File: src/core/spc_regs.vh
// Port 2 control register bank: register indices, field positions, resets.
// Assumes a 32-bit Avalon-MM slave, one word per register index.
// How it works
// - Ingress VLAN filtering drops frames whose VLAN members exclude port 2
// - Discard-non-default-VID drops frames whose VID differs from default VID
// - Force flow control enables pause regardless of negotiated result
// - Half-duplex backpressure applied only while its enable is set
// - Transmit allowed only while transmit enable is set; resets to 1
// - Received frames accepted only while receive enable set; resets to 1
// - Learning-disable set stops source address learning
// - Mirror-destination makes this port transmit the monitored frames
// - Receive mirroring marks every received frame that is not dropped as monitored, copied out
// - Transmit mirroring marks every transmitted frame monitored, copied out
// - Priority ceiling clamps frame priority to default-tag user priority
// - Membership bit2 host, bit1 port 2, bit0 port 1; resets to 111
// - Default tag bits 15..13 hold user priority, reset zero
// - Default tag bit 12 holds CFI, reset zero
// - Default tag bits 11..0 hold default VID, reset one
// - Untagged or null-VID frames take the default VID for lookup
// - Egress tag insertion uses default tag register contents
// - Limit mode: 00 all, 01 bc/mc/flood, 10 bc/mc, 11 bc only
// - Gap counting adds 12 bytes per frame to rate calculations
// - Preamble counting adds 8 bytes per frame to rate calculations
// - Inserted egress tag carries this port's own default tag register, not the ingress port's
// - Frames the limit mode covers are discarded once their queue's rate is reached
`ifndef SPC_REGS_VH
`define SPC_REGS_VH

`define SPC_IDX_FWD      11'h522
`define SPC_IDX_TAG      11'h524
`define SPC_IDX_RATE     11'h526

`define SPC_FWD_RESET    16'h0607
`define SPC_FWD_WMASK    16'h7FEF
`define SPC_TAG_RESET    16'h0001
`define SPC_TAG_WMASK    16'hFFFF
`define SPC_RATE_RESET   16'h0000
`define SPC_RATE_WMASK   16'h000F

`define SPC_B_VLAN_FILT  14
`define SPC_B_DISC_NPVID 13
`define SPC_B_FORCE_FC   12
`define SPC_B_BP_EN      11
`define SPC_B_TX_EN      10
`define SPC_B_RX_EN      9
`define SPC_B_LEARN_DIS  8
`define SPC_B_MIRR_DST   7
`define SPC_B_RX_MIRR    6
`define SPC_B_TX_MIRR    5
`define SPC_B_PRI_CEIL   3
`define SPC_F_MEMB       2:0
`define SPC_F_UPRI       15:13
`define SPC_B_CFI        12
`define SPC_F_VID        11:0
`define SPC_F_LIM_MODE   3:2
`define SPC_B_CNT_IFG    1
`define SPC_B_CNT_PRE    0

`define SPC_MODE_ALL     2'h0
`define SPC_MODE_BMF     2'h1
`define SPC_MODE_BM      2'h2
`define SPC_MODE_B       2'h3

`define SPC_IFG_BYTES    32'h0000000C
`define SPC_PRE_BYTES    32'h00000008
`define SPC_MEMB_SELF    1

`endif

File: src/core/spc_port_ctrl.v
// Port 2 control bank: three registers plus the per-frame decisions they steer.
// Assumes frame descriptors and link status come from logic on clock_in.
//
// The Avalon-MM interface to the registers is this design's own decision.
`include "spc_regs.vh"
`timescale 1ns/100ps
`default_nettype none

module spc_port_ctrl #(
  parameter LEN_W = 11
) (
  // Clock and reset
  input  wire              clock_in,
  input  wire              rst_in,
  // Avalon-MM slave
  input  wire [12:0]       avs_address_in,
  input  wire              avs_read_in,
  input  wire              avs_write_in,
  input  wire [3:0]        avs_byteenable_in,
  input  wire [31:0]       avs_writedata_in,
  output wire              avs_waitrequest_out,
  output wire [31:0]       avs_readdata_out,
  // Ingress frame descriptor
  input  wire              rx_frame_valid_in,
  input  wire              rx_tagged_in,
  input  wire [11:0]       rx_vid_in,
  input  wire [2:0]        rx_pri_in,
  input  wire [1:0]        rx_queue_in,
  input  wire [2:0]        rx_vlan_members_in,
  input  wire [2:0]        rx_dest_mask_in,
  input  wire              rx_bcast_in,
  input  wire              rx_mcast_in,
  input  wire              rx_flood_in,
  input  wire [LEN_W-1:0]  rx_len_in,
  input  wire [3:0]        rx_rate_reached_in,
  // Egress frame descriptor
  input  wire              tx_frame_valid_in,
  input  wire              tx_needs_tag_in,
  input  wire [LEN_W-1:0]  tx_len_in,
  // Link status
  input  wire              an_pause_in,
  input  wire              half_duplex_in,
  // Ingress decision
  output reg               rx_done_out,
  output reg               rx_drop_out,
  output reg  [2:0]        rx_fwd_mask_out,
  output reg  [11:0]       rx_vid_out,
  output reg  [2:0]        rx_pri_out,
  output reg               rx_monitor_out,
  output reg               rx_learn_out,
  output reg               rx_rate_count_out,
  output reg  [LEN_W:0]    rx_rate_bytes_out,
  // Egress decision
  output reg               tx_done_out,
  output reg               tx_insert_out,
  output reg  [15:0]       tx_tag_out,
  output reg               tx_monitor_out,
  output reg  [LEN_W:0]    tx_rate_bytes_out,
  // Port level controls
  output wire              tx_enable_out,
  output wire              flow_ctrl_out,
  output wire              backpressure_out,
  output wire              mirror_dest_out
);

  reg  [15:0] fwd_q;
  reg  [15:0] tag_q;
  reg  [15:0] rate_q;
  reg         ack_q;
  reg  [31:0] rdata_q;

  wire        req      = avs_read_in | avs_write_in;
  wire [10:0] idx      = avs_address_in[12:2];
  wire        hit_fwd  = (idx == `SPC_IDX_FWD);
  wire        hit_tag  = (idx == `SPC_IDX_TAG);
  wire        hit_rate = (idx == `SPC_IDX_RATE);
  wire        wr_go    = avs_write_in & ack_q;
  wire [15:0] be_mask  = {{8{avs_byteenable_in[1]}},
                          {8{avs_byteenable_in[0]}}};

  // One wait state per access; write lands on the edge that ends it
  assign avs_waitrequest_out = req & ~ack_q;
  assign avs_readdata_out    = rdata_q;

  // Merge write data into a register under byte lanes and writable mask
  function [15:0] merge;
    input [15:0] old;
    input [15:0] wd;
    input [15:0] lanes;
    input [15:0] wmask;
    reg   [15:0] m;
    begin
      m     = lanes & wmask;
      merge = (old & ~m) | (wd & m);
    end
  endfunction

  always @(posedge clock_in) begin
    if (rst_in) begin
      ack_q <= 1'b0;
    end else begin
      ack_q <= req & ~ack_q;
    end
  end

  always @(posedge clock_in) begin
    if (rst_in) begin
      fwd_q  <= `SPC_FWD_RESET;
      tag_q  <= `SPC_TAG_RESET;
      rate_q <= `SPC_RATE_RESET;
    end else if (wr_go) begin
      if (hit_fwd) begin
        fwd_q <= merge(fwd_q, avs_writedata_in[15:0], be_mask,
                       `SPC_FWD_WMASK);
      end
      if (hit_tag) begin
        tag_q <= merge(tag_q, avs_writedata_in[15:0], be_mask,
                       `SPC_TAG_WMASK);
      end
      if (hit_rate) begin
        rate_q <= merge(rate_q, avs_writedata_in[15:0], be_mask,
                        `SPC_RATE_WMASK);
      end
    end
  end

  // Read data captured in the wait cycle; unmapped words read zero
  always @(posedge clock_in) begin
    if (rst_in) begin
      rdata_q <= 32'h00000000;
    end else if (avs_read_in & ~ack_q) begin
      if (hit_fwd) begin
        rdata_q <= {16'h0000, fwd_q & `SPC_FWD_WMASK};
      end else if (hit_tag) begin
        rdata_q <= {16'h0000, tag_q};
      end else if (hit_rate) begin
        rdata_q <= {16'h0000, rate_q & `SPC_RATE_WMASK};
      end else begin
        rdata_q <= 32'h00000000;
      end
    end
  end

  // Field views
  wire        vlan_filt = fwd_q[`SPC_B_VLAN_FILT];
  wire        disc_npv  = fwd_q[`SPC_B_DISC_NPVID];
  wire        rx_en     = fwd_q[`SPC_B_RX_EN];
  wire        learn_dis = fwd_q[`SPC_B_LEARN_DIS];
  wire        rx_mirr   = fwd_q[`SPC_B_RX_MIRR];
  wire        tx_mirr   = fwd_q[`SPC_B_TX_MIRR];
  wire        pri_ceil  = fwd_q[`SPC_B_PRI_CEIL];
  wire [2:0]  members   = fwd_q[`SPC_F_MEMB];
  wire [2:0]  upri      = tag_q[`SPC_F_UPRI];
  wire [11:0] dflt_vid  = tag_q[`SPC_F_VID];
  wire [1:0]  lim_mode  = rate_q[`SPC_F_LIM_MODE];
  wire        cnt_ifg   = rate_q[`SPC_B_CNT_IFG];
  wire        cnt_pre   = rate_q[`SPC_B_CNT_PRE];

  assign tx_enable_out    = fwd_q[`SPC_B_TX_EN];
  assign flow_ctrl_out    = fwd_q[`SPC_B_FORCE_FC] | an_pause_in;
  assign backpressure_out = fwd_q[`SPC_B_BP_EN] & half_duplex_in;
  assign mirror_dest_out  = fwd_q[`SPC_B_MIRR_DST];

  // Overhead bytes added to every frame length for rate metering
  // Summed at full width, then cut to the byte count width on purpose
  wire [31:0]    ovh_sum =
    (cnt_ifg ? `SPC_IFG_BYTES : 32'h00000000) +
    (cnt_pre ? `SPC_PRE_BYTES : 32'h00000000);
  wire [LEN_W:0] ovh = ovh_sum[LEN_W:0];

  // Ingress classification
  wire        null_vid = ~rx_tagged_in | (rx_vid_in == 12'h000);
  wire [11:0] eff_vid  = null_vid ? dflt_vid : rx_vid_in;
  wire [2:0]  eff_pri  = (pri_ceil & (rx_pri_in > upri)) ?
                         upri : rx_pri_in;
  reg         limited;

  always @* begin
    limited = 1'b1;
    case (lim_mode)
      `SPC_MODE_ALL: limited = 1'b1;
      `SPC_MODE_BMF: limited = rx_bcast_in | rx_mcast_in | rx_flood_in;
      `SPC_MODE_BM:  limited = rx_bcast_in | rx_mcast_in;
      `SPC_MODE_B:   limited = rx_bcast_in;
      default:       limited = 1'b1;
    endcase
  end

  wire drop_filt = vlan_filt & ~rx_vlan_members_in[`SPC_MEMB_SELF];
  wire drop_npv  = disc_npv & (eff_vid != dflt_vid);
  wire drop_rate = limited & rx_rate_reached_in[rx_queue_in];
  wire drop_all  = ~rx_en | drop_filt | drop_npv | drop_rate;

  always @(posedge clock_in) begin
    if (rst_in) begin
      rx_done_out       <= 1'b0;
      rx_drop_out       <= 1'b0;
      rx_fwd_mask_out   <= 3'h0;
      rx_vid_out        <= 12'h000;
      rx_pri_out        <= 3'h0;
      rx_monitor_out    <= 1'b0;
      rx_learn_out      <= 1'b0;
      rx_rate_count_out <= 1'b0;
      rx_rate_bytes_out <= {(LEN_W+1){1'b0}};
    end else begin
      rx_done_out <= rx_frame_valid_in;
      if (rx_frame_valid_in) begin
        rx_drop_out       <= drop_all;
        rx_fwd_mask_out   <= drop_all ? 3'h0 :
                             (rx_dest_mask_in & members);
        rx_vid_out        <= eff_vid;
        rx_pri_out        <= eff_pri;
        rx_monitor_out    <= rx_mirr & ~drop_all;
        rx_learn_out      <= ~learn_dis & rx_en;
        rx_rate_count_out <= limited & rx_en;
        rx_rate_bytes_out <= {1'b0, rx_len_in} + ovh;
      end
    end
  end

  // Egress: tagging, mirroring and rate byte count
  always @(posedge clock_in) begin
    if (rst_in) begin
      tx_done_out       <= 1'b0;
      tx_insert_out     <= 1'b0;
      tx_tag_out        <= 16'h0000;
      tx_monitor_out    <= 1'b0;
      tx_rate_bytes_out <= {(LEN_W+1){1'b0}};
    end else begin
      tx_done_out <= tx_frame_valid_in & tx_enable_out;
      if (tx_frame_valid_in) begin
        tx_insert_out     <= tx_needs_tag_in & tx_enable_out;
        tx_tag_out        <= tag_q;
        tx_monitor_out    <= tx_mirr & tx_enable_out;
        tx_rate_bytes_out <= {1'b0, tx_len_in} + ovh;
      end
    end
  end

endmodule

`default_nettype wire

File: config.mk
export PLATFORM = sky130hd
export DESIGN_NAME = spc_port_ctrl
export DESIGN_NICKNAME = d
export VERILOG_FILES = /design/src/core/spc_port_ctrl.v
export VERILOG_INCLUDE_DIRS = /design/src /design/src/core
export SDC_FILE = /design/constraint.sdc
export NUM_CORES = 1
export LEC_CHECK = 0
export BUFFER_PORTS_ARGS = -buffer_cell sky130_fd_sc_hd__buf_2
export CORE_UTILIZATION = 45
export DETAILED_ROUTE_END_ITERATION = 8
export PLACE_DENSITY_LB_ADDON = 0.12
export SLEW_MARGIN = 15
export SYNTH_ARGS = -nofsm -noshare
export SYNTH_HDL_FRONTEND = slang
export SYNTH_SLANG_ARGS = --single-unit
File: constraint.sdc
create_clock -name clock_in -period 2.3 [get_ports clock_in]
set_input_delay 0.345 -clock clock_in [delete_from_list [all_inputs] [get_ports clock_in]]
set_output_delay 0.345 -clock clock_in [all_outputs]
set_load 0.005 [all_outputs]
Word level (Yosys, flattened, before mapping) --
Index checks and enable logic that the tools add are counted.
Operators by class: equal/unequal tests 7, order comparisons 2, bitwise logic cells 41, reductions and logical operators 5, add/sub/neg operators 3, multiplexer cells 11
Operators by type and width (number):
- $and A16 B16 Y16 | 4
- $or A16 B16 Y16 | 3
- $eq A11 B11 Y1 const B | 3
- $mux W16 | 2
- $add A11 B5 Y12 | 2
- $and A16 B15 Y16 | 1
- $and A16 B4 Y16 | 1
- $not A15 Y16 | 1
- $not A16 Y16 | 1
- $not A4 Y16 | 1
- $and A1 B1 Y1 | 14
- $logic_not A12 Y1 | 1
- $mux W12 | 1
- $mux W4 | 3
- $ne A12 B12 Y1 | 1
- $or A1 B1 Y1 | 8
- $mux W3 | 2
- $not A1 Y1 | 6
- $reduce_and A2 Y1 | 3
- $add A4 B4 Y5 | 1
- $eq A2 B2 Y1 const B | 2
- $pmux W1 S4 | 1
- $and A3 B3 Y3 | 1
- $gt A3 B3 Y1 | 1
- 5 further kinds | 5
Word-level totals: register bits after elaboration 147, logic and storage cells 88, input bits 111

Longest topological paths before layout --
depth in word-level cells 9, gate-level depth with buffers 7

Worst setup path after synthesis --
Ideal clock, no wire load.
kind input to register, start point input port avs_address_in[6], end point register with a tool-made name, path buffers 1, arrival time 1.843 ns, library setup time 0.120 ns, setup slack 0.337 ns, cell stages on the path 5, path through or4b_4 > nor4_4 > nand2b_1 > buf_2 > a211o_1
RTL lines:
- start: declaration | line spc_port_ctrl.v:16 | input wire [12:0] avs_address_in,

==> flow_summary.yaml <==
power:
  clock_power_share: 0.487
  power_switching_mw: 1.15
  power_frac_seq: 0.422
  p_per_area_mw_per_mm2: 747
  netSwitchingFraction: 0.226
  p_comb_frac: 0.091
  power.internal_mw: 3.92
  finalPower_mw: 5.06
  irDropWorstVdd_uv: 408
  leakagePower_nw: 3.21
clock_network:
  ctsHoldBuffers: 0
  cts-resized-gates: 0
  numCtsBuffers: 17
  root_buffer: "clkbuf_16"
  cts.sinks: 117
  cts_tree: "yes"
  cts_setup_buffers: 0
  clk_latency_ns: 0.41
  clk_pin_slew_worst_paths_ns: 0.05
  clock_path_buffers: 2
  htreeDepth: 4
detailed_routing:
  dr.first_iter.drc_count: 257
  dr_total_vias: 4817
  via_per_inst: 5.28
  ant_nets: 0
  drc_errors: 0
  wire_per_inst_um: 15.9
  drt-total-wl_mm: 14.5
  drt_pass1_iterations: 4
cells_and_area:
  finalNonFillerCells: 913
  final_cell_area_mm2: 0.00678
  drive_gt1_frac: 0.295
  final_util: 0.596
  diodes: 0
  syn_to_final_growth_pct: 29.2
  fin_nets: 882
floorplan:
  start_util: 0.462
  io_pins: 214
  die_h_um: 110
  core_mm2: 0.0114
  die_w_um: 110
  rows: 39
  die_area_mm2: 0.0121
grt:
  grt_max_degree: 68
  grt_usage: 0.247
  top_usage_layer: "met2"
  first_global_vias: 4482
  grt_pass1_wl_mm: 22.4
  met1_usage: 0.311
  met3_usage: 0.0670
  antenna_found_initial: 0
  grt_util_met2: 0.396
  overflow: 0
synth:
  synthFlopType: "dfxtp_1"
  synth_compound_area_frac: 0.149
  synthesis.area_mm2: 0.00525
  synth_top_family_by_area: "simple AND/OR/NAND/NOR gates"
  avgSynthCellArea_um2: 8.92
  synth-seq-cells: 117
  yosysMostFrequentCell: "dfxtp_1"
  synth_area_leader_cell: "dfxtp_1"
  ys_types: 43
  synth_commonest_cells: "dfxtp_1, nor2_1, nand2_1"
  synth_xor_area_frac: 0.0367
  synthCells: 588
  synth_edf_count: 0
  synthAdderAreaFrac: 0.0315
  synth-async-reset-ratio: 0
  yosys.area.top_type_share: 0.446
  yosys.area_share.simple: 0.187
  yosys-top-cells-area: "dfxtp_1, mux2i_1, nor2_1"
  yosysWarnings: 0
  yosysSeqAreaShare: 0.446
  synth.area.mux_share: 0.0930
worst_setup_path:
  end_kind: "flop"
  crit_chain: "ha_1, ha_1, a21o_1, a21oi_1, nor3_1, xnor2_1, a211oi_1"
  critPathSlowestCell: "ha_1"
  rr_endpoint: "rx_rate_bytes_out[9]"
  slowest_delay_ns: 0.40
  reg2reg_setup_slack_ns: 0.17
  worst_setup_path_start_kind: "flop"
  cp_top_family: "compound AO/OA/AOI/OAI gates"
  crit_buf_inv: 0
  crit_arrival_ns: 2.45
  critPathMaxFanout: 4
  rr_worst_depth: 7
  cp.required_ns: 2.62
  crit_path_frequent_cell: "ha_1"
  path_class: "reg -> reg"
place:
  placed_cell_area_mm2: 0.00622
  hpwl_mm: 10.6
  dp.cells: 883
  globalplace.congestion: 0.862
  place_ws_ns: 0.0142
  port_buffers: 175
sta:
  fin_ws_ns: 0.166
  skew_ns: 0.00657
  finalSetupViolCount: 0
  final-hold-violation-count: 0
  rsz0062_at_grt: "false"
  max_freq_mhz: 469
  fin_crit_ns: 2.13
  tns_ns: 0
  min_period_over_period: 0.928
  slew_viol_final: 0
  worst_slew_pin_slew_ns: 0.743
  slew_headroom: 0.504
  hold_ws_ns: 0.178
hold_path:
  min_path_cells: 3
  hold_start: "tx_len_in[0]"
  hold_path_end: "tx_rate_bytes_out[0]"
  worst_hold_path_type: "in -> reg"
run_status:
  outcome: "complete, no violations"
run:
  maxCapViolations: 0
[logic make-up (layout without fill, tap and decap cells)]
group                      after synthesis  in the layout
AOI/OAI and AO/OA                      116            116
adders and majority gates               12             12
xor gates and xnor gates                22             22
muxes                                   47             47
other                                    1             16
DFF                                    117            117
and+or+nand+nor                        213            213
buffers and inverters                   60            227
[worst max path at each step]
stage	from	endpoint	depth (start not counted)
floorplan	avs_address_in[6]	flop	5
global placement	avs_address_in[6]	flop	5
detailed placement	avs_address_in[6]	flop	5
CTS	flop	rx_rate_bytes_out[9]	7
global route	flop	rx_rate_bytes_out[9]	7
finish	flop	rx_rate_bytes_out[9]	7
[per-layer routing]
layer | part of all wire | routed length, um | vias up
met5 | 0 | 0 | -
met4 | 0.023 | 328 | 0
met3 | 0.063 | 913 | 24
met2 | 0.47 | 6810 | 165
met1 | 0.44 | 6430 | 2257
li1 | - | - | 2371
[cells in the final DEF (no fill, tap or decap), types with 2 or more instances in the layout]
cell	instances
a21oi_1	40
fa_1	2
nor2_1	92
a211oi_1	38
nor3_1	3
nand2b_1	12
o211ai_1	2
buf_2	174
nor2b_1	6
mux2_2	4
inv_1	6
conb_1	16
clkinv_2	3
o21ai_0	5
ha_1	10
nand3_1	13
dfxtp_1	117
a21o_1	3
clkbuf_16	17
a211o_1	5
buf_4	16
nand2_1	55
xnor2_1	7
mux2i_1	42
a32o_1	4
and3_1	4
xor2_1	15
nand3b_1	2
a22oi_1	13
nor4_1	6
nand4_1	7
and2_1	3
clkbuf_8	5
a311oi_1	4
or3_1	4
clkbuf_1	4
[worst min-delay path: stages]
cell and delay, ns:
buf_2 0.08, mux2i_1 0.06, nor2_1 0.07
[power groups by stage]
stage                     logic, mW  registers, mW  clock network [mW]
after floorplan               0.248           2.18                   0
after global placement        0.453           2.18                   0
after detailed placement      0.463           2.18                   0
after CTS                     0.465           2.14                2.50
after global routing          0.517           2.14                2.61
final                         0.462           2.14                2.47
[cell type report]
class                      count  area, um^2
tap                          143         179
timing repair buffer         191        1010
inverter                       6        22.5
multi-input combinational    426        2670
fill                        1073        4590
clock inverter                 4        45.0
sequential                   117        2340
clock buffer                  26         509
Note: power is estimated with default switching activity, not from simulation.
